**src/verilog/sstk_defs.svh**
```systemverilog
// Constants for the stack window mapper and bounds checker
`ifndef SSTK_DEFS_SVH
`define SSTK_DEFS_SVH
// Register word indices; byte address is four times the index
`define SSTK_IDX_LOWER 16'hfe14
`define SSTK_IDX_UPPER 16'hfe16
`define SSTK_IDX_CONFIG 16'hfe18
`define SSTK_IDX_STATUS 16'hfe1a
`define SSTK_IDX_PHYS 16'hfe1c
// Reset values
`define SSTK_RST_LOWER 16'hfa00
`define SSTK_RST_UPPER 16'hfc00
`define SSTK_RST_SIZE 2'h0
// Limit register layout: bits 10..1 writable, 15..11 one, 0 zero
`define SSTK_LIM_MSB 10
`define SSTK_LIM_LSB 1
`define SSTK_LIM_ONES 5'h1f
`define SSTK_LIM_ZERO 1'h0
// Physical stack window
`define SSTK_PHYS_BASE 16'hfbfe
`define SSTK_MASK_256 16'h01fe
`define SSTK_MASK_128 16'h00fe
`define SSTK_MASK_64 16'h007e
`define SSTK_MASK_32 16'h003e
// Size select encodings
`define SSTK_SZ_256 2'h0
`define SSTK_SZ_128 2'h1
`define SSTK_SZ_64 2'h2
`define SSTK_SZ_32 2'h3
// One stack word in bytes
`define SSTK_WORD_BYTES 16'h0002
// Status bit positions
`define SSTK_ST_OVF 0
`define SSTK_ST_UNF 1
`endif

```
**src/verilog/sstk_pkg.sv**
```systemverilog
// Types shared by the stack window mapper and its bench
package sstk_pkg;
  // Stack pointer update from the core, with its kind
  typedef struct packed {
    logic push;
    logic pop;
    logic sub;
    logic add;
    logic [15:0] sp;
  } sstk_evt_t;
  // Interrupt or trap entry request with the words to save
  typedef struct packed {
    logic req;
    logic [15:0] sp;
    logic [15:0] ip;
    logic [15:0] proc_status_word;
    logic [15:0] code_segment_pointer;
  } sstk_entry_t;
  // One stack write toward internal RAM
  typedef struct packed {
    logic we;
    logic [15:0] addr;
    logic [15:0] data;
  } sstk_wr_t;
  // Frame push sequencer states
  typedef enum logic [3:0] {
    SSTK_IDLE = 4'b0001,
    SSTK_W0 = 4'b0010,
    SSTK_W1 = 4'b0100,
    SSTK_W2 = 4'b1000
  } sstk_state_t;
endpackage
```
**src/verilog/sstk_map_check.sv**
```systemverilog
// Stack pointer to physical window mapper with limit checking
//
// Decided for this implementation: the Wishbone interface to the registers.
`timescale 1ns/1ns
`include "sstk_defs.svh"

module sstk_map_check
  import sstk_pkg::*;
(
  input wire logic CLK_SYS_IN,
  input wire logic ARST_N_IN,
  input wire logic WB_CYC_IN,
  input wire logic WB_STB_IN,
  input wire logic WB_WE_IN,
  input wire logic [17:0] WB_ADR_IN,
  input wire logic [3:0] WB_SEL_IN,
  input wire logic [31:0] WB_DAT_IN,
  output logic [31:0] WB_DAT_OUT,
  output logic WB_ACK_OUT,
  input wire sstk_evt_t STACK_EVT_IN,
  input wire logic [15:0] ACC_SP_IN,
  output logic [15:0] PHYS_ADDR_OUT,
  input wire sstk_entry_t STACK_ENTRY_IN,
  output sstk_wr_t FRAME_WR_OUT,
  output logic FRAME_DONE_OUT,
  output logic [15:0] FRAME_SP_OUT,
  output logic FRAME_BUSY_OUT,
  output logic TRAP_OVF_OUT,
  output logic TRAP_UNF_OUT
);

  // Mask for the selected physical stack size
  function automatic logic [15:0] size_mask(input logic [1:0] sz);
    logic [15:0] m;
    m = `SSTK_MASK_256;
    case (sz)
      `SSTK_SZ_256: m = `SSTK_MASK_256;
      `SSTK_SZ_128: m = `SSTK_MASK_128;
      `SSTK_SZ_64: m = `SSTK_MASK_64;
      `SSTK_SZ_32: m = `SSTK_MASK_32;
      default: m = `SSTK_MASK_256;
    endcase
    return m;
  endfunction

  // Physical address; upper pointer bits are masked off, so every
  // virtual portion of the window size lands on the same area
  function automatic logic [15:0] phys_of(input logic [15:0] sp,
                                          input logic [1:0] sz);
    return `SSTK_PHYS_BASE - ((~sp) & size_mask(sz));
  endfunction

  // Limit register view: fixed ones above, fixed zero below
  function automatic logic [15:0] lim_view(input logic [9:0] v);
    return {`SSTK_LIM_ONES, v, `SSTK_LIM_ZERO};
  endfunction

  // Software state
  logic [9:0] lower_reg; // Writable bits of the lower limit
  logic [9:0] upper_reg; // Writable bits of the upper limit
  logic [1:0] size_reg; // Stack size select
  logic [1:0] sticky_reg; // Sticky overflow and underflow seen
  logic ack_reg;
  logic [31:0] rdata_reg;

  // Bus decode
  logic req;
  logic wr_lo;
  logic [15:0] idx;
  logic in_map;
  logic hit_lower;
  logic hit_upper;
  logic hit_config;
  logic hit_status;
  logic hit_phys;
  logic [15:0] lower_full;
  logic [15:0] upper_full;

  // Pointer check pipeline
  logic chk_push_reg;
  logic chk_pop_reg;
  logic [15:0] chk_sp_reg;
  logic ovf_reg;
  logic unf_reg;
  logic ovf_next;
  logic unf_next;

  // Frame push sequencer
  sstk_state_t state_reg;
  sstk_state_t state_next;
  logic [15:0] fsp_reg;
  logic [15:0] fip_reg;
  logic [15:0] fpsw_reg;
  logic [15:0] fcsp_reg;
  logic [15:0] fsp_dec;
  logic fpush;
  sstk_wr_t wr_reg;
  logic done_reg;
  logic [15:0] done_sp_reg;
  logic [15:0] phys_reg;

  assign lower_full = lim_view(lower_reg);
  assign upper_full = lim_view(upper_reg);

  // One access per cycle; the ack itself keeps a held request from
  // being taken twice
  assign req = WB_CYC_IN & WB_STB_IN & ~ack_reg;
  assign idx = WB_ADR_IN[17:2];
  assign hit_lower = (idx == `SSTK_IDX_LOWER);
  assign hit_upper = (idx == `SSTK_IDX_UPPER);
  assign hit_config = (idx == `SSTK_IDX_CONFIG);
  assign hit_status = (idx == `SSTK_IDX_STATUS);
  assign hit_phys = (idx == `SSTK_IDX_PHYS);
  assign in_map = hit_lower | hit_upper | hit_config | hit_status | hit_phys;
  // Only the low byte lanes carry register bits
  assign wr_lo = req & WB_WE_IN;

  // Acknowledge every access one cycle after it is taken
  always_ff @(posedge CLK_SYS_IN or negedge ARST_N_IN) begin
    if (!ARST_N_IN) begin
      ack_reg <= 1'b0;
    end else begin
      ack_reg <= req;
    end
  end

  // Read data; unmapped words read as zero and still ack
  always_ff @(posedge CLK_SYS_IN or negedge ARST_N_IN) begin
    if (!ARST_N_IN) begin
      rdata_reg <= 32'h0000_0000;
    end else if (req && !WB_WE_IN) begin
      rdata_reg <= 32'h0000_0000;
      if (hit_lower) begin
        rdata_reg[15:0] <= lower_full;
      end
      if (hit_upper) begin
        rdata_reg[15:0] <= upper_full;
      end
      if (hit_config) begin
        rdata_reg[1:0] <= size_reg;
      end
      if (hit_status) begin
        rdata_reg[1:0] <= sticky_reg;
      end
      if (hit_phys) begin
        rdata_reg[15:0] <= phys_reg;
      end
      if (!in_map) begin
        rdata_reg <= 32'h0000_0000;
      end
    end
  end

  // Lower limit; only bits 10..1 take the written value
  always_ff @(posedge CLK_SYS_IN or negedge ARST_N_IN) begin
    if (!ARST_N_IN) begin
      lower_reg <= 10'(`SSTK_RST_LOWER >> `SSTK_LIM_LSB);
    end else if (wr_lo && hit_lower) begin
      if (WB_SEL_IN[0]) begin
        lower_reg[6:0] <= WB_DAT_IN[7:1];
      end
      if (WB_SEL_IN[1]) begin
        lower_reg[9:7] <= WB_DAT_IN[10:8];
      end
    end
  end

  // Upper limit, same layout as the lower one
  always_ff @(posedge CLK_SYS_IN or negedge ARST_N_IN) begin
    if (!ARST_N_IN) begin
      upper_reg <= 10'(`SSTK_RST_UPPER >> `SSTK_LIM_LSB);
    end else if (wr_lo && hit_upper) begin
      if (WB_SEL_IN[0]) begin
        upper_reg[6:0] <= WB_DAT_IN[7:1];
      end
      if (WB_SEL_IN[1]) begin
        upper_reg[9:7] <= WB_DAT_IN[10:8];
      end
    end
  end

  // Size select field of the system configuration
  always_ff @(posedge CLK_SYS_IN or negedge ARST_N_IN) begin
    if (!ARST_N_IN) begin
      size_reg <= `SSTK_RST_SIZE;
    end else if (wr_lo && hit_config && WB_SEL_IN[0]) begin
      size_reg <= WB_DAT_IN[1:0];
    end
  end

  // Sticky trap record; writing one clears, a new trap wins
  always_ff @(posedge CLK_SYS_IN or negedge ARST_N_IN) begin
    if (!ARST_N_IN) begin
      sticky_reg <= 2'h0;
    end else begin
      if (wr_lo && hit_status && WB_SEL_IN[0]) begin
        sticky_reg <= sticky_reg & ~WB_DAT_IN[1:0];
      end
      if (ovf_next) begin
        sticky_reg[`SSTK_ST_OVF] <= 1'b1;
      end
      if (unf_next) begin
        sticky_reg[`SSTK_ST_UNF] <= 1'b1;
      end
    end
  end

  // Translate the core's access pointer; one cycle of latency
  always_ff @(posedge CLK_SYS_IN or negedge ARST_N_IN) begin
    if (!ARST_N_IN) begin
      phys_reg <= 16'h0000;
    end else begin
      phys_reg <= phys_of(ACC_SP_IN, size_reg);
    end
  end

  // Capture the updated pointer; the compare runs next cycle so
  // the adder result is off the timing path of the comparators
  always_ff @(posedge CLK_SYS_IN or negedge ARST_N_IN) begin
    if (!ARST_N_IN) begin
      chk_push_reg <= 1'b0;
      chk_pop_reg <= 1'b0;
      chk_sp_reg <= 16'h0000;
    end else begin
      chk_push_reg <= STACK_EVT_IN.push | STACK_EVT_IN.sub | fpush;
      chk_pop_reg <= STACK_EVT_IN.pop | STACK_EVT_IN.add;
      chk_sp_reg <= fpush ? fsp_dec : STACK_EVT_IN.sp;
    end
  end

  // Limit compares on the captured pointer
  always_comb begin
    ovf_next = chk_push_reg && (chk_sp_reg < lower_full);
    unf_next = chk_pop_reg && (chk_sp_reg > upper_full);
  end

  // Trap requests last exactly one cycle per detection
  always_ff @(posedge CLK_SYS_IN or negedge ARST_N_IN) begin
    if (!ARST_N_IN) begin
      ovf_reg <= 1'b0;
      unf_reg <= 1'b0;
    end else begin
      ovf_reg <= ovf_next;
      unf_reg <= unf_next;
    end
  end

  // Next pointer of the frame: decrement before each word
  assign fsp_dec = fsp_reg - `SSTK_WORD_BYTES;
  assign fpush = (state_reg != SSTK_IDLE);

  // Frame sequencer: status word, segment, then instruction pointer
  always_comb begin
    state_next = state_reg;
    case (state_reg)
      SSTK_IDLE: begin
        if (STACK_ENTRY_IN.req) begin
          state_next = SSTK_W0;
        end
      end
      SSTK_W0: state_next = SSTK_W1;
      SSTK_W1: state_next = SSTK_W2;
      SSTK_W2: state_next = SSTK_IDLE;
      default: state_next = SSTK_IDLE;
    endcase
  end

  // Sequencer state
  always_ff @(posedge CLK_SYS_IN or negedge ARST_N_IN) begin
    if (!ARST_N_IN) begin
      state_reg <= SSTK_IDLE;
    end else begin
      state_reg <= state_next;
    end
  end

  // Entry words; requests during a frame are ignored, so a nested
  // entry must wait for the done pulse (six words for two frames)
  always_ff @(posedge CLK_SYS_IN or negedge ARST_N_IN) begin
    if (!ARST_N_IN) begin
      fsp_reg <= 16'h0000;
      fip_reg <= 16'h0000;
      fpsw_reg <= 16'h0000;
      fcsp_reg <= 16'h0000;
    end else if (state_reg == SSTK_IDLE) begin
      if (STACK_ENTRY_IN.req) begin
        fsp_reg <= STACK_ENTRY_IN.sp;
        fip_reg <= STACK_ENTRY_IN.ip;
        fpsw_reg <= STACK_ENTRY_IN.proc_status_word;
        fcsp_reg <= STACK_ENTRY_IN.code_segment_pointer;
      end
    end else begin
      fsp_reg <= fsp_dec;
    end
  end

  // Stack writes toward internal RAM, one word per cycle
  always_ff @(posedge CLK_SYS_IN or negedge ARST_N_IN) begin
    if (!ARST_N_IN) begin
      wr_reg <= '0;
    end else begin
      wr_reg.we <= fpush;
      wr_reg.addr <= phys_of(fsp_dec, size_reg);
      case (state_reg)
        SSTK_W0: wr_reg.data <= fpsw_reg;
        SSTK_W1: wr_reg.data <= fcsp_reg;
        SSTK_W2: wr_reg.data <= fip_reg;
        default: wr_reg.data <= 16'h0000;
      endcase
    end
  end

  // Frame end: pulse with the pointer left after three words
  always_ff @(posedge CLK_SYS_IN or negedge ARST_N_IN) begin
    if (!ARST_N_IN) begin
      done_reg <= 1'b0;
      done_sp_reg <= 16'h0000;
    end else begin
      done_reg <= (state_reg == SSTK_W2);
      if (state_reg == SSTK_W2) begin
        done_sp_reg <= fsp_dec;
      end
    end
  end

  // Outputs straight from flip-flops
  assign WB_ACK_OUT = ack_reg;
  assign WB_DAT_OUT = rdata_reg;
  assign PHYS_ADDR_OUT = phys_reg;
  assign FRAME_WR_OUT = wr_reg;
  assign FRAME_DONE_OUT = done_reg;
  assign FRAME_SP_OUT = done_sp_reg;
  assign TRAP_OVF_OUT = ovf_reg;
  assign TRAP_UNF_OUT = unf_reg;

  // Busy mirrors the sequencer state register
  always_ff @(posedge CLK_SYS_IN or negedge ARST_N_IN) begin
    if (!ARST_N_IN) begin
      FRAME_BUSY_OUT <= 1'b0;
    end else begin
      FRAME_BUSY_OUT <= (state_next != SSTK_IDLE);
    end
  end

endmodule

```
**config.mk**
```make
export PLATFORM = sky130hd
export DESIGN_NAME = sstk_map_check
export DESIGN_NICKNAME = d
export VERILOG_FILES = /design/src/verilog/sstk_pkg.sv /design/src/verilog/sstk_map_check.sv
export VERILOG_INCLUDE_DIRS = /design/src /design/src/verilog
export SDC_FILE = /design/constraint.sdc
export NUM_CORES = 1
export LEC_CHECK = 0
export BUFFER_PORTS_ARGS = -buffer_cell sky130_fd_sc_hd__buf_2
export CORE_ASPECT_RATIO = 0.8
export CORE_MARGIN = 2
export CORE_UTILIZATION = 55
export CTS_CLUSTER_SIZE = 10
export DETAILED_ROUTE_END_ITERATION = 10
export PLACE_DENSITY_LB_ADDON = 0.15
export SLEW_MARGIN = 20
export SYNTH_ARGS = -nofsm -noshare
export SYNTH_HDL_FRONTEND = slang
export SYNTH_SLANG_ARGS = --single-unit
```
**constraint.sdc**
```tcl
create_clock -name CLK_SYS_IN -period 4.76 [get_ports CLK_SYS_IN]
set_input_delay 0.952 -clock CLK_SYS_IN [delete_from_list [all_inputs] [get_ports CLK_SYS_IN]]
set_output_delay 0.952 -clock CLK_SYS_IN [all_outputs]
set_load 0.02 [all_outputs]
```
==> flow_results.xml <==
<?xml version="1.0" encoding="UTF-8"?>
<metrics>
  <group name="die">
    <metric name="floorplan.die.width" unit="um">138</metric>
    <metric name="initial_core_util" unit="%">55.6</metric>
    <metric name="dieHeight" unit="um">111</metric>
    <metric name="die-area" unit="um^2">15300</metric>
    <metric name="io_pins" unit="">262</metric>
    <metric name="placeableCoreArea" unit="um^2">14200</metric>
    <metric name="fp-row-count" unit="">39</metric>
  </group>
  <group name="detailed_routing">
    <metric name="drtPass1Iterations" unit="">5</metric>
    <metric name="viasPerCell" unit="">5.17</metric>
    <metric name="dr_total_vias" unit="">5984</metric>
    <metric name="detail_route.iter0.violations" unit="">432</metric>
    <metric name="total_wirelength_of_the_detailed_routed_design" unit="mm">17.9</metric>
    <metric name="detail_route.wl_per_cell" unit="um">15.5</metric>
    <metric name="antenna_violating_nets_post_route" unit="">0</metric>
    <metric name="detail_route.drc_violations" unit="">0</metric>
  </group>
  <group name="logic_synthesis">
    <metric name="yosys_warnings" unit="">0</metric>
    <metric name="netlist.area_leader.share" unit="%">55.3</metric>
    <metric name="synthesis.area_per_instance" unit="um^2">10.2</metric>
    <metric name="netlist_area" unit="um^2">7870</metric>
    <metric name="postSynth.asyncResetShare" unit="%">100</metric>
    <metric name="synth_enable_flop_cells" unit="">0</metric>
    <metric name="synth_compound_area_share" unit="%">10.4</metric>
    <metric name="yosys.area.top_type" unit="">dfrtp_1</metric>
    <metric name="synth.distinct_cells" unit="">60</metric>
    <metric name="yosys.area_share.adder" unit="%">3.18</metric>
    <metric name="synth.top_cells.by_area" unit="">dfrtp_1, nand2_1, buf_4</metric>
    <metric name="yosys.area_share.simple" unit="%">17.2</metric>
    <metric name="synth-main-ff-cell" unit="">dfrtp_1</metric>
    <metric name="post_synth_mux_area_share" unit="%">4.42</metric>
    <metric name="synth_top_family_by_area" unit="">simple AND/OR/NAND/NOR gates</metric>
    <metric name="synthCells" unit="">774</metric>
    <metric name="synth_register_bits" unit="">177</metric>
    <metric name="synth_xor_xnor_area_share" unit="%">1.45</metric>
    <metric name="seq_area_frac_synth" unit="%">56.3</metric>
  </group>
  <group name="cells_and_area">
    <metric name="area.growth.synth_to_final" unit="%">20.5</metric>
    <metric name="finish.utilization" unit="%">67.0</metric>
    <metric name="largest_register_ff_count" unit="">25</metric>
    <metric name="diodes" unit="">0</metric>
    <metric name="final_common_cell" unit="">buf_2</metric>
    <metric name="finalNetCount" unit="">1141</metric>
    <metric name="drive_gt1_share" unit="%">29.3</metric>
    <metric name="fillers" unit="">1196</metric>
    <metric name="final_cell_mix" unit="">buf_2, nand2_1, dfrtp_1</metric>
  </group>
  <group name="clocking">
    <metric name="post_cts.resized_instances" unit="">0</metric>
    <metric name="post_cts_hold_buffer_count" unit="">0</metric>
    <metric name="cts.sink_count" unit="">177</metric>
    <metric name="cts_inserted_buffers" unit="">17</metric>
    <metric name="cts_max_path_buffers" unit="">2</metric>
    <metric name="cts-root-buf" unit="">clkbuf_16</metric>
    <metric name="post-cts-setup-buffers" unit="">0</metric>
    <metric name="cts.htree.levels" unit="">4</metric>
    <metric name="worst_setup_hold_path_clk_slew" unit="ns">0.07</metric>
    <metric name="tritoncts" unit="">built</metric>
    <metric name="worstSkewPairLatency" unit="ns">0.43</metric>
  </group>
  <group name="grt">
    <metric name="overflow" unit="">0</metric>
    <metric name="grt_start_max_net_pins" unit="">109</metric>
    <metric name="grt_util_all_layers" unit="%">24.5</metric>
    <metric name="antenna_violations_before_repair" unit="">2</metric>
    <metric name="grt_pass1_vias" unit="">5711</metric>
    <metric name="grt_first_pass_wirelength" unit="mm">28.8</metric>
  </group>
  <group name="place">
    <metric name="place_congestion" unit="">0.843</metric>
    <metric name="dp_hpwl" unit="mm">12.7</metric>
    <metric name="io_buffer_count" unit="">208</metric>
  </group>
  <group name="pwr">
    <metric name="total_power" unit="uW">5140</metric>
    <metric name="power.static_leakage" unit="uW">0.00498</metric>
    <metric name="max-vdd-ir-drop" unit="mV">0.371</metric>
    <metric name="power.density" unit="nW/um^2">542</metric>
  </group>
  <group name="setup_path">
    <metric name="cp.buffers_inverters" unit="">1</metric>
    <metric name="worstPathRequired" unit="ns">5.10</metric>
    <metric name="cp_top_family" unit="">simple AND/OR/NAND/NOR gates</metric>
    <metric name="critical_path.cell_chain" unit="">buf_2, and3b_1, nand2b_1, nor4_1, a22oi_1, o21ai_0</metric>
    <metric name="timing.critical_path.to_type" unit="">flop</metric>
    <metric name="data_arrival_time_of_the_critical_path" unit="ns">2.94</metric>
    <metric name="crit_path_start_kind" unit="">input port</metric>
    <metric name="biggest_cell_delay_along_the_critical_path" unit="ns">0.97</metric>
    <metric name="cp_slowest_cell" unit="">nor4_1</metric>
    <metric name="critical_path_peak_fanout" unit="">19</metric>
    <metric name="ws_path_type" unit="">in2reg</metric>
  </group>
  <group name="timing">
    <metric name="setup_repair_after_global_routing_missed_its_margin" unit="">no</metric>
    <metric name="finalHoldViolCount" unit="">0</metric>
    <metric name="fmax" unit="MHz">385</metric>
    <metric name="setup_viol" unit="">0</metric>
    <metric name="worst_pin_slew" unit="ns">1.04</metric>
    <metric name="timing.slew.headroom" unit="%">30.0</metric>
    <metric name="finalSetupTns" unit="ns">0</metric>
    <metric name="holdWs" unit="ns">0.478</metric>
    <metric name="post-route-period-util" unit="%">54.6</metric>
    <metric name="layout_min_cycle_time" unit="ns">2.60</metric>
    <metric name="final-max-slew-violation-count" unit="">0</metric>
    <metric name="finalClockSkew" unit="ns">0.0128</metric>
  </group>
  <group name="min_path">
    <metric name="hold_class" unit="">reg2reg</metric>
  </group>
  <group name="run">
    <metric name="cap_viol_max_count" unit="">0</metric>
  </group>
  <group name="outcome">
    <metric name="status" unit="">finished, final reports clean</metric>
  </group>
</metrics>
cells by family after synthesis:
kind of cell    after synthesis
compound gates              117
xor+xnor                     13
fa+ha+maj                    20
buf+inv                     109
flops                       177
mux                          32
other cells                   2
simple gates                304
synth_stat cells, drive strengths merged (9+ instances only):
cell type  number
mux2i          10
a22oi          14
nor3           12
dfrtp         174
nor2           40
clkbuf         21
o21ai          28
a21oi          21
inv            44
a21o            9
a222oi         16
ha             20
nand2         198
mux2           22
buf            44
worst min-delay path, stage by stage, from the launching register on:
cell and delay [ns]:
dfrtp_1 0.34, nand2_1 0.04, o21ai_0 0.06
per-layer routing:
metal / GRT usage (%) / part of all wire (%) / up-vias
li1: - / - / 2947
met1: 34.7 / 44 / 2826
met2: 37.5 / 47 / 187
met3: 6.22 / 6.9 / 22
met4: 7.28 / 1.3 / 2
met5: 0 / 0.039 / -
area by class of cell:
class	instances	area, um^2	area share, %
clock inverter	14	136	1.44
clock buffer	18	439	4.63
multi-input combinational	507	2970	31.4
tap	184	230	2.43
timing repair buffer	214	1100	11.7
inverter	44	165	1.74
sequential	177	4430	46.8
where the power goes:
group / internal [uW] / switching (uW)
combinational: 566 / 954
clock: 712 / 645
sequential: 1970 / 296
total: 3250 / 1890
worst paths after layout:
check                                  end             from  slack [ns]  depth (start not counted)
min                        FRAME_SP_OUT[4]  FRAME_SP_OUT[4]        0.48                          2
max in group asynchronous    chk_sp_reg[3]        ARST_N_IN        3.20                          2
min in group asynchronous    WB_DAT_OUT[4]        ARST_N_IN        0.67                          1
max                          WB_DAT_OUT[7]        WB_STB_IN        2.16                          6
max reg2reg                FRAME_WR_OUT[9]     state_reg[1]        2.28                          4
min reg2reg                FRAME_SP_OUT[4]  FRAME_SP_OUT[4]        0.48                          2
per-stage QoR:
stage / worst slack [ns] / std cells / instance area (um^2)
2_1_floorplan: 2.12 / 793 / 7940
3_3_place_gp: 1.85 / 1126 / 8910
3_5_place_dp: 1.77 / 1126 / 8910
4_1_cts: 2.13 / 1158 / 9480
5_1_grt: 2.01 / 1158 / 9480
6_report: 2.16 / 1158 / 9480
Power figures use the tool's default switching activity.
